--- config.mk ---
export PLATFORM = sky130hd
export DESIGN_NAME = vic
export DESIGN_NICKNAME = d
export VERILOG_FILES = /design/src/vic_pkg.sv /design/src/vic.sv
export SDC_FILE = /design/constraint.sdc
export NUM_CORES = 1
export LEC_CHECK = 0
export ABC_AREA = 1
export BUFFER_PORTS_ARGS = -buffer_cell sky130_fd_sc_hd__buf_2
export CORE_MARGIN = 2
export CORE_UTILIZATION = 59
export CTS_CLUSTER_SIZE = 10
export DETAILED_ROUTE_END_ITERATION = 12
export GPL_TIMING_DRIVEN = 0
export PLACE_DENSITY_LB_ADDON = 0.3
export RECOVER_POWER = 100
export SLEW_MARGIN = 0
export SYNTH_ARGS = -nofsm -noshare
export SYNTH_HDL_FRONTEND = slang
export SYNTH_SLANG_ARGS = --single-unit
export TNS_END_PERCENT = 50
--- constraint.sdc ---
create_clock -name REF_CLK -period 34.4 [get_ports REF_CLK]
set_clock_uncertainty 0.1 [all_clocks]
set_input_delay 5.16 -clock REF_CLK [delete_from_list [all_inputs] [get_ports REF_CLK]]
set_output_delay 5.16 -clock REF_CLK [all_outputs]
set_load 0.005 [all_outputs]
--- src/vic_pkg.sv ---
// vic_pkg: constants and types for the vectored interrupt controller
// assumes a 16-bit register bus carried in the low half of Avalon data
package vic_pkg;
    localparam int NUM_SRC  = 21;
    localparam int NUM_TRAP = 4;
    localparam int SRC_W    = 5;
    localparam logic [23:0] PRIMARY_TABLE_BASE = 24'h000004;
    localparam int          TABLE_ENTRIES      = 126;
    localparam int          TRAP_SLOTS         = 8;
    localparam int          USER_SLOTS         = 118;
    localparam logic [23:0] ALT_TABLE_BASE     = 24'h000004 + 24'd126;
    localparam logic [23:0] RESET_PC           = 24'h000000;
    // byte addresses of the register words
    localparam logic [7:0] OFS_CTRL1  = 8'h00;
    localparam logic [7:0] OFS_CTRL2  = 8'h04;
    localparam logic [7:0] OFS_FLAGS0 = 8'h08;
    localparam logic [7:0] OFS_FLAGS1 = 8'h0C;
    localparam logic [7:0] OFS_ENA0   = 8'h10;
    localparam logic [7:0] OFS_ENA1   = 8'h14;
    localparam logic [7:0] OFS_FLAGS4 = 8'h18;
    localparam logic [7:0] OFS_PRIO16 = 8'h1C;
    localparam logic [7:0] OFS_PRIO_BASE = 8'h40;
    localparam logic [7:0] OFS_STATUS = 8'h20;
    localparam logic [7:0] OFS_TIMED_INTERRUPT_DISABLE   = 8'h24;
    localparam int NESTDIS_BIT = 15;
    localparam int ALTSEL_BIT  = 15;
    localparam int SER1ERR_SRC = 17;
    localparam int SER1ERR_FLAG_BIT = 1;
    localparam int SER1ERR_PRIO_LO  = 4;
    localparam logic [2:0] PRIO_RESET = 3'h4;
    localparam logic [2:0] PRIO_OFF   = 3'h0;
    localparam logic [3:0] CPU_MASK_ALL = 4'h7;
    localparam logic [3:0] TRAP_LEVEL   = 4'h8;
    localparam logic [3:0] TIMED_INTERRUPT_DISABLE_EXEMPT  = 4'h7;
    localparam logic [7:0] BIT_W      = 8'h10;
    typedef struct packed {
        logic        valid;
        logic        is_trap;
        logic [6:0]  slot;
        logic [3:0]  level;
    } request_t;
endpackage

--- src/vic.sv ---
// vic: vectored prioritised interrupt controller with Avalon-MM slave
// assumes a core that acks one request, then signals return when done
`default_nettype none
module vic (
    input  wire logic                       REF_CLK,
    input  wire logic                       SRST,
    input  wire logic [7:0]                 AVS_ADDRESS,
    input  wire logic                       AVS_READ,
    input  wire logic                       AVS_WRITE,
    input  wire logic [31:0]                AVS_WRITEDATA,
    input  wire logic [3:0]                 AVS_BYTEENABLE,
    output logic      [31:0]                AVS_READDATA,
    output logic                            AVS_WAITREQUEST,
    input  wire logic [vic_pkg::NUM_SRC-1:0]  SRC_IRQ,
    input  wire logic [vic_pkg::NUM_TRAP-1:0] TRAP_IRQ,
    output logic                            CPU_IRQ,
    output logic      [6:0]                 CPU_SLOT,
    output logic      [23:0]                CPU_VECTOR_ADDR,
    output logic      [3:0]                 CPU_LEVEL,
    input  wire logic                       CPU_ACK,
    input  wire logic                       CPU_RETURN,
    input  wire logic [23:0]                CPU_SAVED_PC,
    output logic      [23:0]                CPU_RESUME_PC,
    output logic                            CPU_RESUME_VALID,
    output logic      [23:0]                CPU_RESET_PC
);
    // peripheral pins are asynchronous: two stages before use
    logic [vic_pkg::NUM_SRC-1:0]  src_s1_r, src_s2_r;
    logic [vic_pkg::NUM_TRAP-1:0] trap_s1_r, trap_s2_r;
    logic [vic_pkg::NUM_SRC-1:0]  flag_r, ena_r;
    logic [2:0]  prio_r [vic_pkg::NUM_SRC];
    logic [vic_pkg::NUM_TRAP-1:0] trap_flag_r;
    logic        nestdis_r, altsel_r;
    logic [3:0]  cpu_level_r;
    logic [7:0]  timed_interrupt_disable_cnt_r;
    logic [3:0]  stack_lvl_r [8];
    logic [23:0] stack_pc_r  [8];
    logic [2:0]  sp_r;
    logic        in_isr_r;
    logic        ack_pend_r;
    logic        wr_hit, rd_phase_r;
    logic [15:0] wd;
    vic_pkg::request_t best;

    always_ff @(posedge REF_CLK)
    begin
        src_s1_r  <= SRC_IRQ;
        src_s2_r  <= src_s1_r;
        trap_s1_r <= TRAP_IRQ;
        trap_s2_r <= trap_s1_r;
    end

    assign wd = AVS_WRITEDATA[15:0];
    // one-wait-state slave: writes and reads complete in second cycle
    assign AVS_WAITREQUEST = (AVS_READ | AVS_WRITE) & ~rd_phase_r;
    assign wr_hit = AVS_WRITE & rd_phase_r & (&AVS_BYTEENABLE[1:0]);

    always_ff @(posedge REF_CLK)
    begin
        if (SRST)
            rd_phase_r <= 1'b0;
        else
            rd_phase_r <= (AVS_READ | AVS_WRITE) & ~rd_phase_r;
    end

    // user flags: hardware set wins over a software clear
    // a pin pulse landing in the cycle of a clearing write is kept,
    // so software never loses a request it has not yet seen
    genvar g;
    generate
        for (g = 0; g < vic_pkg::NUM_SRC; g++)
        begin : g_src
            always_ff @(posedge REF_CLK)
            begin
                if (SRST)
                begin
                    flag_r[g] <= 1'b0;
                    ena_r[g]  <= 1'b0;
                    prio_r[g] <= vic_pkg::PRIO_RESET;
                end
                else
                begin
                    if (wr_hit && g < 16 &&
                        AVS_ADDRESS == vic_pkg::OFS_FLAGS0)
                        flag_r[g] <= wd[g % 16];
                    if (wr_hit && g >= 16 &&
                        AVS_ADDRESS == vic_pkg::OFS_FLAGS1)
                        flag_r[g] <= wd[g % 16];
                    if (wr_hit && g == vic_pkg::SER1ERR_SRC &&
                        AVS_ADDRESS == vic_pkg::OFS_FLAGS4)
                        flag_r[g] <= wd[vic_pkg::SER1ERR_FLAG_BIT];
                    if (src_s2_r[g])
                        flag_r[g] <= 1'b1;
                    if (wr_hit && g < 16 &&
                        AVS_ADDRESS == vic_pkg::OFS_ENA0)
                        ena_r[g] <= wd[g % 16];
                    if (wr_hit && g >= 16 &&
                        AVS_ADDRESS == vic_pkg::OFS_ENA1)
                        ena_r[g] <= wd[g % 16];
                    if (wr_hit && AVS_ADDRESS ==
                        8'(vic_pkg::OFS_PRIO_BASE + 8'(4 * g)))
                        prio_r[g] <= wd[2:0];
                    if (wr_hit && g == vic_pkg::SER1ERR_SRC &&
                        AVS_ADDRESS == vic_pkg::OFS_PRIO16)
                        prio_r[g] <= wd[vic_pkg::SER1ERR_PRIO_LO +: 3];
                end
            end
        end
    endgenerate

    // control registers, trap flags sticky until software clears
    always_ff @(posedge REF_CLK)
    begin
        if (SRST)
        begin
            trap_flag_r <= '0;
            nestdis_r   <= 1'b0;
            altsel_r    <= 1'b0;
        end
        else
        begin
            if (wr_hit && AVS_ADDRESS == vic_pkg::OFS_CTRL1)
            begin
                nestdis_r   <= wd[vic_pkg::NESTDIS_BIT];
                trap_flag_r <= wd[vic_pkg::NUM_TRAP-1:0] | trap_s2_r;
            end
            else
                trap_flag_r <= trap_flag_r | trap_s2_r;
            if (wr_hit && AVS_ADDRESS == vic_pkg::OFS_CTRL2)
                altsel_r <= wd[vic_pkg::ALTSEL_BIT];
        end
    end

    // timed disable: software loads a cycle count that runs down
    // the count is in clock cycles, not instructions; a reload restarts it
    always_ff @(posedge REF_CLK)
    begin
        if (SRST)
            timed_interrupt_disable_cnt_r <= '0;
        else if (wr_hit && AVS_ADDRESS == vic_pkg::OFS_TIMED_INTERRUPT_DISABLE)
            timed_interrupt_disable_cnt_r <= wd[7:0];
        else if (timed_interrupt_disable_cnt_r != '0)
            timed_interrupt_disable_cnt_r <= timed_interrupt_disable_cnt_r - 8'h01;
    end

    // arbitration: traps first, then level, lowest slot breaks ties
    // scanning from the top slot down lets the lower slot overwrite on
    // an equal level, which keeps the natural order without a tree
    always_comb
    begin
        logic [3:0] lvl;
        lvl = '0;
        best = '0;
        for (int i = vic_pkg::NUM_SRC - 1; i >= 0; i--)
        begin
            lvl = {1'b0, prio_r[i]};
            if (flag_r[i] && ena_r[i] && prio_r[i] != vic_pkg::PRIO_OFF
                && !(timed_interrupt_disable_cnt_r != '0 && lvl < vic_pkg::TIMED_INTERRUPT_DISABLE_EXEMPT)
                && (!best.valid || lvl >= best.level))
            begin
                best.valid   = 1'b1;
                best.is_trap = 1'b0;
                best.slot    = 7'(vic_pkg::TRAP_SLOTS + i);
                best.level   = lvl;
            end
        end
        // user levels only clear a lower cpu level; nesting may block
        if (best.valid && (best.level <= cpu_level_r ||
            cpu_level_r >= vic_pkg::CPU_MASK_ALL ||
            (nestdis_r && in_isr_r)))
            best.valid = 1'b0;
        // traps are never masked by nesting or timed disable
        for (int t = vic_pkg::NUM_TRAP - 1; t >= 0; t--)
        begin
            lvl = 4'(vic_pkg::TRAP_LEVEL + 4'(vic_pkg::NUM_TRAP - 1 - t));
            if (trap_flag_r[t] && lvl > cpu_level_r)
            begin
                best.valid   = 1'b1;
                best.is_trap = 1'b1;
                best.slot    = 7'(t);
                best.level   = lvl;
            end
        end
    end

    // single request line to the core with the chosen vector
    always_ff @(posedge REF_CLK)
    begin
        if (SRST)
        begin
            CPU_IRQ         <= 1'b0;
            CPU_SLOT        <= '0;
            CPU_VECTOR_ADDR <= vic_pkg::RESET_PC;
            CPU_LEVEL       <= '0;
        end
        else
        begin
            CPU_IRQ   <= best.valid & ~CPU_ACK;
            CPU_SLOT  <= best.slot;
            CPU_LEVEL <= best.level;
            CPU_VECTOR_ADDR <= (altsel_r ? vic_pkg::ALT_TABLE_BASE
                               : vic_pkg::PRIMARY_TABLE_BASE)
                               + 24'(best.slot);
        end
    end

    // priority stack: ack pushes, return pops the saved state
    // eight levels deep; deeper nesting wraps and overwrites the oldest,
    // a limit the core must respect since request levels go up to eleven
    always_ff @(posedge REF_CLK)
    begin
        if (SRST)
        begin
            cpu_level_r      <= '0;
            sp_r             <= '0;
            in_isr_r         <= 1'b0;
            CPU_RESUME_PC    <= vic_pkg::RESET_PC;
            CPU_RESUME_VALID <= 1'b0;
        end
        else
        begin
            CPU_RESUME_VALID <= 1'b0;
            if (CPU_ACK && CPU_IRQ)
            begin
                stack_lvl_r[sp_r] <= cpu_level_r;
                stack_pc_r[sp_r]  <= CPU_SAVED_PC;
                sp_r              <= sp_r + 3'h1;
                cpu_level_r       <= CPU_LEVEL;
                in_isr_r          <= 1'b1;
            end
            else if (CPU_RETURN && sp_r != '0)
            begin
                cpu_level_r      <= stack_lvl_r[sp_r - 3'h1];
                CPU_RESUME_PC    <= stack_pc_r[sp_r - 3'h1];
                CPU_RESUME_VALID <= 1'b1;
                sp_r             <= sp_r - 3'h1;
                in_isr_r         <= (sp_r != 3'h1);
            end
            else if (wr_hit && AVS_ADDRESS == vic_pkg::OFS_STATUS)
                cpu_level_r <= wd[3:0];
        end
    end

    assign CPU_RESET_PC = vic_pkg::RESET_PC;

    // register read mux, unmapped words read zero
    always_ff @(posedge REF_CLK)
    begin
        if (SRST)
            AVS_READDATA <= '0;
        else
        begin
            AVS_READDATA <= '0;
            unique case (AVS_ADDRESS)
                vic_pkg::OFS_CTRL1:  AVS_READDATA[15:0] <=
                    {nestdis_r, 11'h000, trap_flag_r};
                vic_pkg::OFS_CTRL2:  AVS_READDATA[15] <= altsel_r;
                vic_pkg::OFS_FLAGS0: AVS_READDATA[15:0] <= flag_r[15:0];
                vic_pkg::OFS_FLAGS1: AVS_READDATA[4:0]  <= flag_r[20:16];
                vic_pkg::OFS_ENA0:   AVS_READDATA[15:0] <= ena_r[15:0];
                vic_pkg::OFS_ENA1:   AVS_READDATA[4:0]  <= ena_r[20:16];
                vic_pkg::OFS_FLAGS4: AVS_READDATA[vic_pkg::SER1ERR_FLAG_BIT]
                    <= flag_r[vic_pkg::SER1ERR_SRC];
                vic_pkg::OFS_PRIO16: AVS_READDATA[6:4]
                    <= prio_r[vic_pkg::SER1ERR_SRC];
                vic_pkg::OFS_STATUS: AVS_READDATA[3:0] <= cpu_level_r;
                vic_pkg::OFS_TIMED_INTERRUPT_DISABLE:   AVS_READDATA[7:0] <= timed_interrupt_disable_cnt_r;
                default:
                    for (int k = 0; k < vic_pkg::NUM_SRC; k++)
                        if (AVS_ADDRESS ==
                            8'(vic_pkg::OFS_PRIO_BASE + 8'(4 * k)))
                            AVS_READDATA[2:0] <= prio_r[k];
            endcase
        end
    end

    trap_flag_sticky_a: assert property (@(posedge REF_CLK) disable iff (SRST)
        trap_s2_r[0] |=> trap_flag_r[0])
        else $error("trap flag not set");
    irq_above_level_a: assert property (@(posedge REF_CLK) disable iff (SRST)
        CPU_IRQ |-> $past(best.level) > $past(cpu_level_r))
        else $error("request not above cpu level");
    mask_all_user_a: assert property (@(posedge REF_CLK) disable iff (SRST)
        (cpu_level_r >= 4'h7 && trap_flag_r == '0) |=> !CPU_IRQ)
        else $error("user request at cpu level 7");
    timed_interrupt_disable_low_block_a: assert property (@(posedge REF_CLK) disable iff (SRST)
        (timed_interrupt_disable_cnt_r != '0 && $past(timed_interrupt_disable_cnt_r) != '0 && CPU_IRQ)
        |-> CPU_LEVEL >= 4'h7)
        else $error("timed disable leaked");
    vector_base_a: assert property (@(posedge REF_CLK) disable iff (SRST)
        CPU_IRQ && !$past(altsel_r) |->
        CPU_VECTOR_ADDR == 24'h000004 + 24'(CPU_SLOT))
        else $error("bad primary vector");
    ack_raises_a: assert property (@(posedge REF_CLK) disable iff (SRST)
        (CPU_ACK && CPU_IRQ) |=> cpu_level_r == $past(CPU_LEVEL))
        else $error("level not raised");
    return_restore_a: assert property (@(posedge REF_CLK) disable iff (SRST)
        (CPU_RETURN && !(CPU_ACK && CPU_IRQ) && sp_r != '0)
        |=> cpu_level_r == $past(stack_lvl_r[sp_r - 3'h1]))
        else $error("level not restored");
    flag_hold_a: assert property (@(posedge REF_CLK) disable iff (SRST)
        (flag_r[vic_pkg::SER1ERR_SRC] && !wr_hit)
        |=> flag_r[vic_pkg::SER1ERR_SRC])
        else $error("flag lost without clear");

    // the checks below watch only what this block drives; a core that
    // misbehaves on its own side is caught by the bench, not here

    // bus: one wait state, then the transfer completes
    wait_once_a: assert property (@(posedge REF_CLK) disable iff (SRST)
        (AVS_WAITREQUEST && (AVS_READ || AVS_WRITE)) |=> !AVS_WAITREQUEST)
        else $error("second wait state");

    // the request line falls as soon as the core accepts
    irq_drop_ack_a: assert property (@(posedge REF_CLK) disable iff (SRST)
        (CPU_ACK && CPU_IRQ) |=> !CPU_IRQ)
        else $error("request held after accept");

    // with nesting off a running service keeps user sources out
    nest_block_a: assert property (@(posedge REF_CLK) disable iff (SRST)
        (nestdis_r && in_isr_r && trap_flag_r == '0)
        |=> !CPU_IRQ)
        else $error("preempted while nesting disabled");

    // alternate select moves the base for every vector
    vector_alt_a: assert property (@(posedge REF_CLK) disable iff (SRST)
        CPU_IRQ && $past(altsel_r) |->
        CPU_VECTOR_ADDR == vic_pkg::ALT_TABLE_BASE + 24'(CPU_SLOT))
        else $error("bad alternate vector");

    // timed disable counts down by one each cycle until zero
    timed_interrupt_disable_countdown_a: assert property (@(posedge REF_CLK) disable iff (SRST)
        (timed_interrupt_disable_cnt_r != '0 && !(wr_hit && AVS_ADDRESS == vic_pkg::OFS_TIMED_INTERRUPT_DISABLE))
        |=> timed_interrupt_disable_cnt_r == $past(timed_interrupt_disable_cnt_r) - 8'h01)
        else $error("timed disable count skipped");

    // a pending top trap reaches the core whatever the user masks say
    trap_unmasked_a: assert property (@(posedge REF_CLK) disable iff (SRST)
        (trap_flag_r[0] && cpu_level_r < 4'hB && !CPU_ACK)
        |=> CPU_IRQ)
        else $error("trap held back");

    // software moves the cpu level when no entry or return competes
    status_write_a: assert property (@(posedge REF_CLK) disable iff (SRST)
        (wr_hit && AVS_ADDRESS == vic_pkg::OFS_STATUS && !CPU_ACK
        && !CPU_RETURN) |=> cpu_level_r == $past(wd[3:0]))
        else $error("status write lost");

    // every accepted return hands back a resume address
    resume_given_a: assert property (@(posedge REF_CLK) disable iff (SRST)
        (CPU_RETURN && !(CPU_ACK && CPU_IRQ) && sp_r != '0)
        |=> CPU_RESUME_VALID)
        else $error("no resume strobe");
endmodule
`default_nettype wire

==> impl_metrics.env, run 1 <==
export IMPL_critical_path_required_ns=34.82
export IMPL_top_layer="met4"
export IMPL_layout_commonest_cell="nand2_1"
export IMPL_slew_viol_final=95
export IMPL_placementRows=69
export IMPL_place_area_um2=23200
export IMPL_slowest_stage="clkbuf_1"
export IMPL_place_gp_congestion=1.02
export IMPL_cp_max_fo=10
export IMPL_r2r_start="timed_interrupt_disable_cnt_r[0]"
export IMPL_slowest_delay_ns=0.55
export IMPL_grt_pass1_vias=17600
export IMPL_antenna_found_initial=2
export IMPL_total_power_mw=1.45
export IMPL_grt_max_degree=22
export IMPL_hold_viol=0
export IMPL_overflow=0
export IMPL_wl_um=65100
export IMPL_synthCells=2372
export IMPL_ys_ff_latch=459
export IMPL_place_port_buffers=139
export IMPL_drtAntennaViolNets=0
export IMPL_met3_wirelength_um=8920
export IMPL_r2r_cells=188
export IMPL_max_slew_margin_pct=-9.21
export IMPL_cts_sinks=459
export IMPL_area_growth_pct=13.7
export IMPL_status="complete, but fails checks"
export IMPL_min_to="src_s2_r[4]"
export IMPL_synthArstFlopShare_pct=0
export IMPL_die_x_um=195
export IMPL_hold_worst_slack_ns=0.219
export IMPL_cts_setup_buffers=0
export IMPL_startpoint_type="register"
export IMPL_leakage_nw=9.87
export IMPL_synthTopCellsByArea="edfxtp_1, dfxtp_1, nand2_1"
export IMPL_yosys_warnings=0
export IMPL_viasPerCell=5.95
export IMPL_die_y_um=195
export IMPL_ios=217
export IMPL_wl_met1_um=24900
export IMPL_pre_cts_slack_ns=8.48
export IMPL_period_needed_ns=26.87
export IMPL_numPlacedInstances=3038
export IMPL_cts_tree="done"
export IMPL_holdBufCountCts=0
export IMPL_setup_tns_ns=0
export IMPL_cpMostUsedCell="nand2_1"
export IMPL_cts_root_buf="clkbuf_16"
export IMPL_ys_flop_type="edfxtp_1"
export IMPL_tightest_slew_ns=1.64
export IMPL_cts_htree_levels=2
export IMPL_drt_wirelength_per_cell_um=20.8
export IMPL_clk_pin_slew_ns=0.06
export IMPL_via_count=18600
export IMPL_ys_seq_area_share_pct=56.1
export IMPL_max_cap_viol_count=5
export IMPL_worstPathArrival_ns=27.29
export IMPL_critPathKind="reg2reg"
export IMPL_final_area_um2=24500
export IMPL_whs_path_depth=0
export IMPL_setup_violations=0
export IMPL_cts_max_path_buffers=3
export IMPL_first_pass_iters=6
export IMPL_ir_worst_vdd_mv=0.0471
export IMPL_syn_area_um2=21500
export IMPL_min_from="src_s1_r[4]"
export IMPL_final_cell_mix="nand2_1, inv_1, edfxtp_1"
export IMPL_cts_made_buffers=52
export IMPL_post_cts_resized=0
export IMPL_rsz0062_at_grt="no"
export IMPL_synth_top_area_share_pct=40.1
export IMPL_grt_pass1_wl_um=98200
export IMPL_syn_area_per_cell_um2=9.06
export IMPL_ys_types=55
export IMPL_cp_end_kind="register"
export IMPL_route_detailed_drc=0
export IMPL_hp_class="reg2reg"
export IMPL_utilization_pct=68.4
export IMPL_layout_setup_ws_ns=7.53
export IMPL_synth_edf_count=287
export IMPL_clk_latency_ns=0.62
export IMPL_violations="max-capacitance violations, max-slew violations"
export IMPL_rrSetupSlack_ns=7.53
export IMPL_drive_above_1_share_pct=8.85
export IMPL_cellPowerDensity_nw_per_um2=59.4
export IMPL_place_hpwl_um=45900
export IMPL_synth_largest_area_cell="edfxtp_1"
export IMPL_fp_coreArea_um2=35700
export IMPL_die_area_um2=38000
export IMPL_drt_iter0_drc=2685
export IMPL_rr_endpoint="CPU_IRQ"
export IMPL_post_route_period_util_pct=78.1
export IMPL_route_met2_wl_um=28400
export IMPL_gr_usage_all_layers_pct=33.7
export IMPL_fmax_mhz=37.2
export IMPL_start_util_pct=60.2
export IMPL_stdcell_count=3129
export IMPL_nNetsFinal=2802
[state kept, by name, summed over array words and instances (netlist names), 4 cells and up]
register	flops
src_s1_r	21
timed_interrupt_disable_cnt_r	8
src_s2_r	21
prio_r	63
trap_s2_r	4
trap_s1_r	4
CPU_RESUME_PC	24
CPU_VECTOR_ADDR	6
trap_flag_r	4
CPU_LEVEL	4
stack_pc_r	192
CPU_SLOT	5
flag_r	21
ena_r	21
AVS_READDATA	16
stack_lvl_r	32
cpu_level_r	4
[cell families (layout without fill, tap and decap cells)]
group,count (synthesis),after routing,synth area share [%]
other,1,60,0.0174
and+or+nand+nor,925,925,18.3
adders and majority gates,72,72,4.23
DFF,459,459,56.1
AOI/OAI and AO/OA,467,467,12.4
buffers and inverters,444,681,8.83
xor gates and xnor gates,4,4,0.163
[cell type report]
type	count	area, um2
Buffer	139	747
Tap cell	461	577
Sequential cell	459	12100
Fill cell	2820	11300
Multi-Input combinational cell	1527	7750
Antenna cell	1	2.50
Inverter	305	1140
Clock inverter	5	77.6
Clock buffer	85	1440
Timing Repair Buffer	147	654
[cells in the mapped netlist, types with 3 or more instances]
cell type  count
nand3_1      106
or2_1          5
a31oi_1       22
ha_1          71
a221oi_1       7
inv_1        296
and2_1        25
o21ai_0      202
a21oi_1      111
inv_2          6
o31ai_1        9
buf_4         60
buf_1          6
nand3b_1       4
o22ai_1       65
o2111ai_1      7
a31o_2         5
nand2_2        8
nand4_1        3
a21boi_0       4
dfxtp_1      172
nor2_2         3
or2_2          7
o311ai_0       8
nor3_1        52
clkinv_1       3
nor2_1       269
nand2_1      415
o211ai_1       5
a41oi_1        3
edfxtp_1     287
a211oi_1       8
xor2_1         3
clkbuf_1      72
nor4_1        20
[worst max path at each step]
| stage | from | to | slack [ns] | cells past startpoint |
|---|---|---|---|---|
| 3_3_place_gp | timed_interrupt_disable_cnt_r[0] | CPU_IRQ | 9.33 | 187 |
| 6_report | timed_interrupt_disable_cnt_r[0] | CPU_IRQ | 7.53 | 188 |
| 3_5_place_dp | timed_interrupt_disable_cnt_r[0] | CPU_IRQ | 8.48 | 186 |
| 5_1_grt | timed_interrupt_disable_cnt_r[0] | CPU_IRQ | 4.50 | 192 |
| 2_1_floorplan | timed_interrupt_disable_cnt_r[0] | CPU_IRQ | 12.45 | 187 |
| 4_1_cts | timed_interrupt_disable_cnt_r[0] | CPU_IRQ | 8.25 | 186 |
[critical path: cells and delay by family, from the launching register on]
family	cells	cell delay (ns)
simple gates	105	11.74
compound gates	43	6.49
flops	1	0.34
fa+ha+maj	22	5.84
buf+inv	18	2.26
[metal layers]
metal / vias up / global-route usage [%]
li1: 8430 / -
met1: 8586 / 45.4
met2: 1367 / 51.5
met3: 229 / 8.95
met4: 0 / 14.8
met5: - / 0
[where the power goes]
group          internal [mW]  total (mW)  leakage (nW)  switching, mW
logic                 0.0949       0.316          5.13          0.222
clock network          0.284       0.502         0.719          0.218
registers              0.614       0.635          4.02         0.0214
total                  0.993        1.45          9.87          0.460
(Power assumes the default switching activity.)
==> run 2, diff against run 1 <==
Settings changed: CORE_UTILIZATION 59 to 54.
Clock period 34.4 ns to 23 ns, I/O delays scaled along.
==> run 2 against run 1 <==
- the run now ends clean
- sequential share of layout area shrank 4.8 points
- sequential power rose by 50%
- clock power up 54%
- wire length rose by 6.0%
- combinational power is 64% higher
- utilization grew 0.093 points
- largest power group unchanged
==> impl_metrics.env, run 2 (synthesized netlist as in run 1, its figures left out) <==
export IMPL_status="finished, final reports clean"
export IMPL_placementRows=73
export IMPL_cellPowerDensity_nw_per_um2=82.9
export IMPL_r2r_start="timed_interrupt_disable_cnt_r[1]"
export IMPL_leakage_nw=10.9
export IMPL_place_hpwl_um=46400
export IMPL_route_detailed_drc=0
export IMPL_regMostFlops="stack_pc_r"
export IMPL_die_area_um2=41400
export IMPL_max_cap_viol_count=0
export IMPL_cts_made_buffers=53
export IMPL_critPathKind="reg2reg"
export IMPL_cp_end_kind="register"
export IMPL_rr_endpoint="CPU_IRQ"
export IMPL_place_port_buffers=139
export IMPL_slowest_delay_ns=0.33
export IMPL_fmax_mhz=43.5
export IMPL_nFillCells=2913
export IMPL_min_to="trap_s2_r[0]"
export IMPL_insertedDiodeCount=0
export IMPL_layout_commonest_cell="nand2_1"
export IMPL_grt_max_degree=26
export IMPL_gr_usage_all_layers_pct=31.1
export IMPL_rsz0062_at_grt="yes"
export IMPL_overflow=0
export IMPL_drtAntennaViolNets=0
export IMPL_hold_viol=0
export IMPL_cts_root_buf="clkbuf_16"
export IMPL_nNetsFinal=2888
export IMPL_ir_worst_vdd_mv=0.0911
export IMPL_r2r_cells=186
export IMPL_cts_sinks=459
export IMPL_tightest_slew_ns=1.06
export IMPL_multi_input_area_um2=9320
export IMPL_viasPerCell=5.85
export IMPL_clk_latency_ns=0.62
export IMPL_first_pass_iters=8
export IMPL_die_y_um=204
export IMPL_clk_pin_slew_ns=0.06
export IMPL_drive_above_1_share_pct=23.5
export IMPL_critical_path_required_ns=23.43
export IMPL_utilization_pct=68.5
export IMPL_grt_pass1_vias=17800
export IMPL_grt_pass1_wl_um=98300
export IMPL_cp_startpoint="timed_interrupt_disable_cnt_r[1]"
export IMPL_min_from="trap_s1_r[0]"
export IMPL_setup_violations=0
export IMPL_largestRegisters="stack_pc_r x192, prio_r x63, stack_lvl_r x32"
export IMPL_cts_max_path_buffers=3
export IMPL_cpMostUsedCell="nand2_1"
export IMPL_slew_viol_final=0
export IMPL_die_x_um=204
export IMPL_period_needed_ns=22.98
export IMPL_numPlacedInstances=3102
export IMPL_startpoint_type="register"
export IMPL_via_count=19200
export IMPL_fp_coreArea_um2=39500
export IMPL_drt_wirelength_per_cell_um=21.0
export IMPL_max_slew_margin_pct=29.2
export IMPL_post_route_period_util_pct=99.9
export IMPL_total_power_mw=2.25
export IMPL_cp_max_fo=6
export IMPL_area_growth_pct=26.0
export IMPL_stdcell_count=3281
export IMPL_seq_area_um2=12100
export IMPL_start_util_pct=54.4
export IMPL_rrSetupSlack_ns=0.02
export IMPL_largest_reg_flops=192
export IMPL_place_gp_congestion=0.947
export IMPL_cts_tree="done"
export IMPL_whs_path_depth=0
export IMPL_worstPathArrival_ns=23.41
export IMPL_wl_um=69000
export IMPL_antenna_found_initial=1
export IMPL_hp_class="reg2reg"
export IMPL_ios=217
export IMPL_slowest_stage="dfxtp_2"
export IMPL_cts_htree_levels=2
export IMPL_final_cell_mix="nand2_1, edfxtp_1, inv_1"
export IMPL_drt_iter0_drc=2705
[run 2: cell types whose count changed in the layout (fill, tap and decap cells not counted), sizes merged]
cell,previous run,this run
buf,147,274
clkbuf,224,185
clkinv,7,6
diode,1,0
inv,303,305
[run 2: power by group]
part | switching (mW) | leakage, nW | internal [mW] | total [mW]
sequential | 0.0356 | 4.02 | 0.919 | 0.955
combinational | 0.350 | 6.17 | 0.169 | 0.519
clock | 0.333 | 0.748 | 0.440 | 0.773
total | 0.718 | 10.9 | 1.53 | 2.25
[run 2: timing repair]
action / CTS / global route
gates resized for setup: 64 / 328
setup buffers: 35 / 51
cloned: 0 / 0
endpoints found under the setup margin: 14 / 14
hold buffers: 0 / 0
pin swaps: 12 / 166
[run 2: layout make-up]
class	instances	area share, %
Timing Repair Buffer	233	5.75
Buffer	138	2.74
Tap cell	525	2.42
Multi-Input combinational cell	1527	34.4
Clock buffer	88	5.49
Sequential cell	459	44.5
Inverter	305	4.36
Clock inverter	6	0.286
[run 2: per-layer routing]
layer  up-vias  routed length (um)  GRT usage, %
met1      9085               26600          42.7
li1       8627                   -             -
met5         -                   0             0
met3       231                7510          5.32
met2      1254               32000          49.7
met4         0                2910          11.4
[run 2: worst max path at each step]
stage | slack [ns] | endpoint | depth (start not counted)
finish | 0.02 | CPU_IRQ | 186
global route | -1.16 | CPU_IRQ | 191
CTS | 0.03 | CPU_IRQ | 188
detailed placement | -2.55 | CPU_IRQ | 189
global placement | -1.97 | CPU_IRQ | 187
floorplan | 1.05 | CPU_IRQ | 187
[run 2: worst max-delay path, delay by kind of cell (launching register included)]
kind	cells	cell delay, ns
AND/OR/NAND/NOR	102	10.18
adder cells (fa/ha/maj)	22	5.27
AO/OA/AOI/OAI	39	4.83
buffers and inverters	23	2.07
flip-flops	1	0.33
[run 2: per-stage QoR]
step	hold WS, ns	setup TNS (ns)	instance area, um2	setup WS (ns)
global placement	0.213	-13.13	23100	-1.97
CTS	0.219	0	25300	0.0297
finish	0.216	0	27100	0.0179
global route	0.226	-8.47	27100	-1.16
floorplan	0.210	0	21700	1.05
detailed placement	0.212	-19.97	23300	-2.55
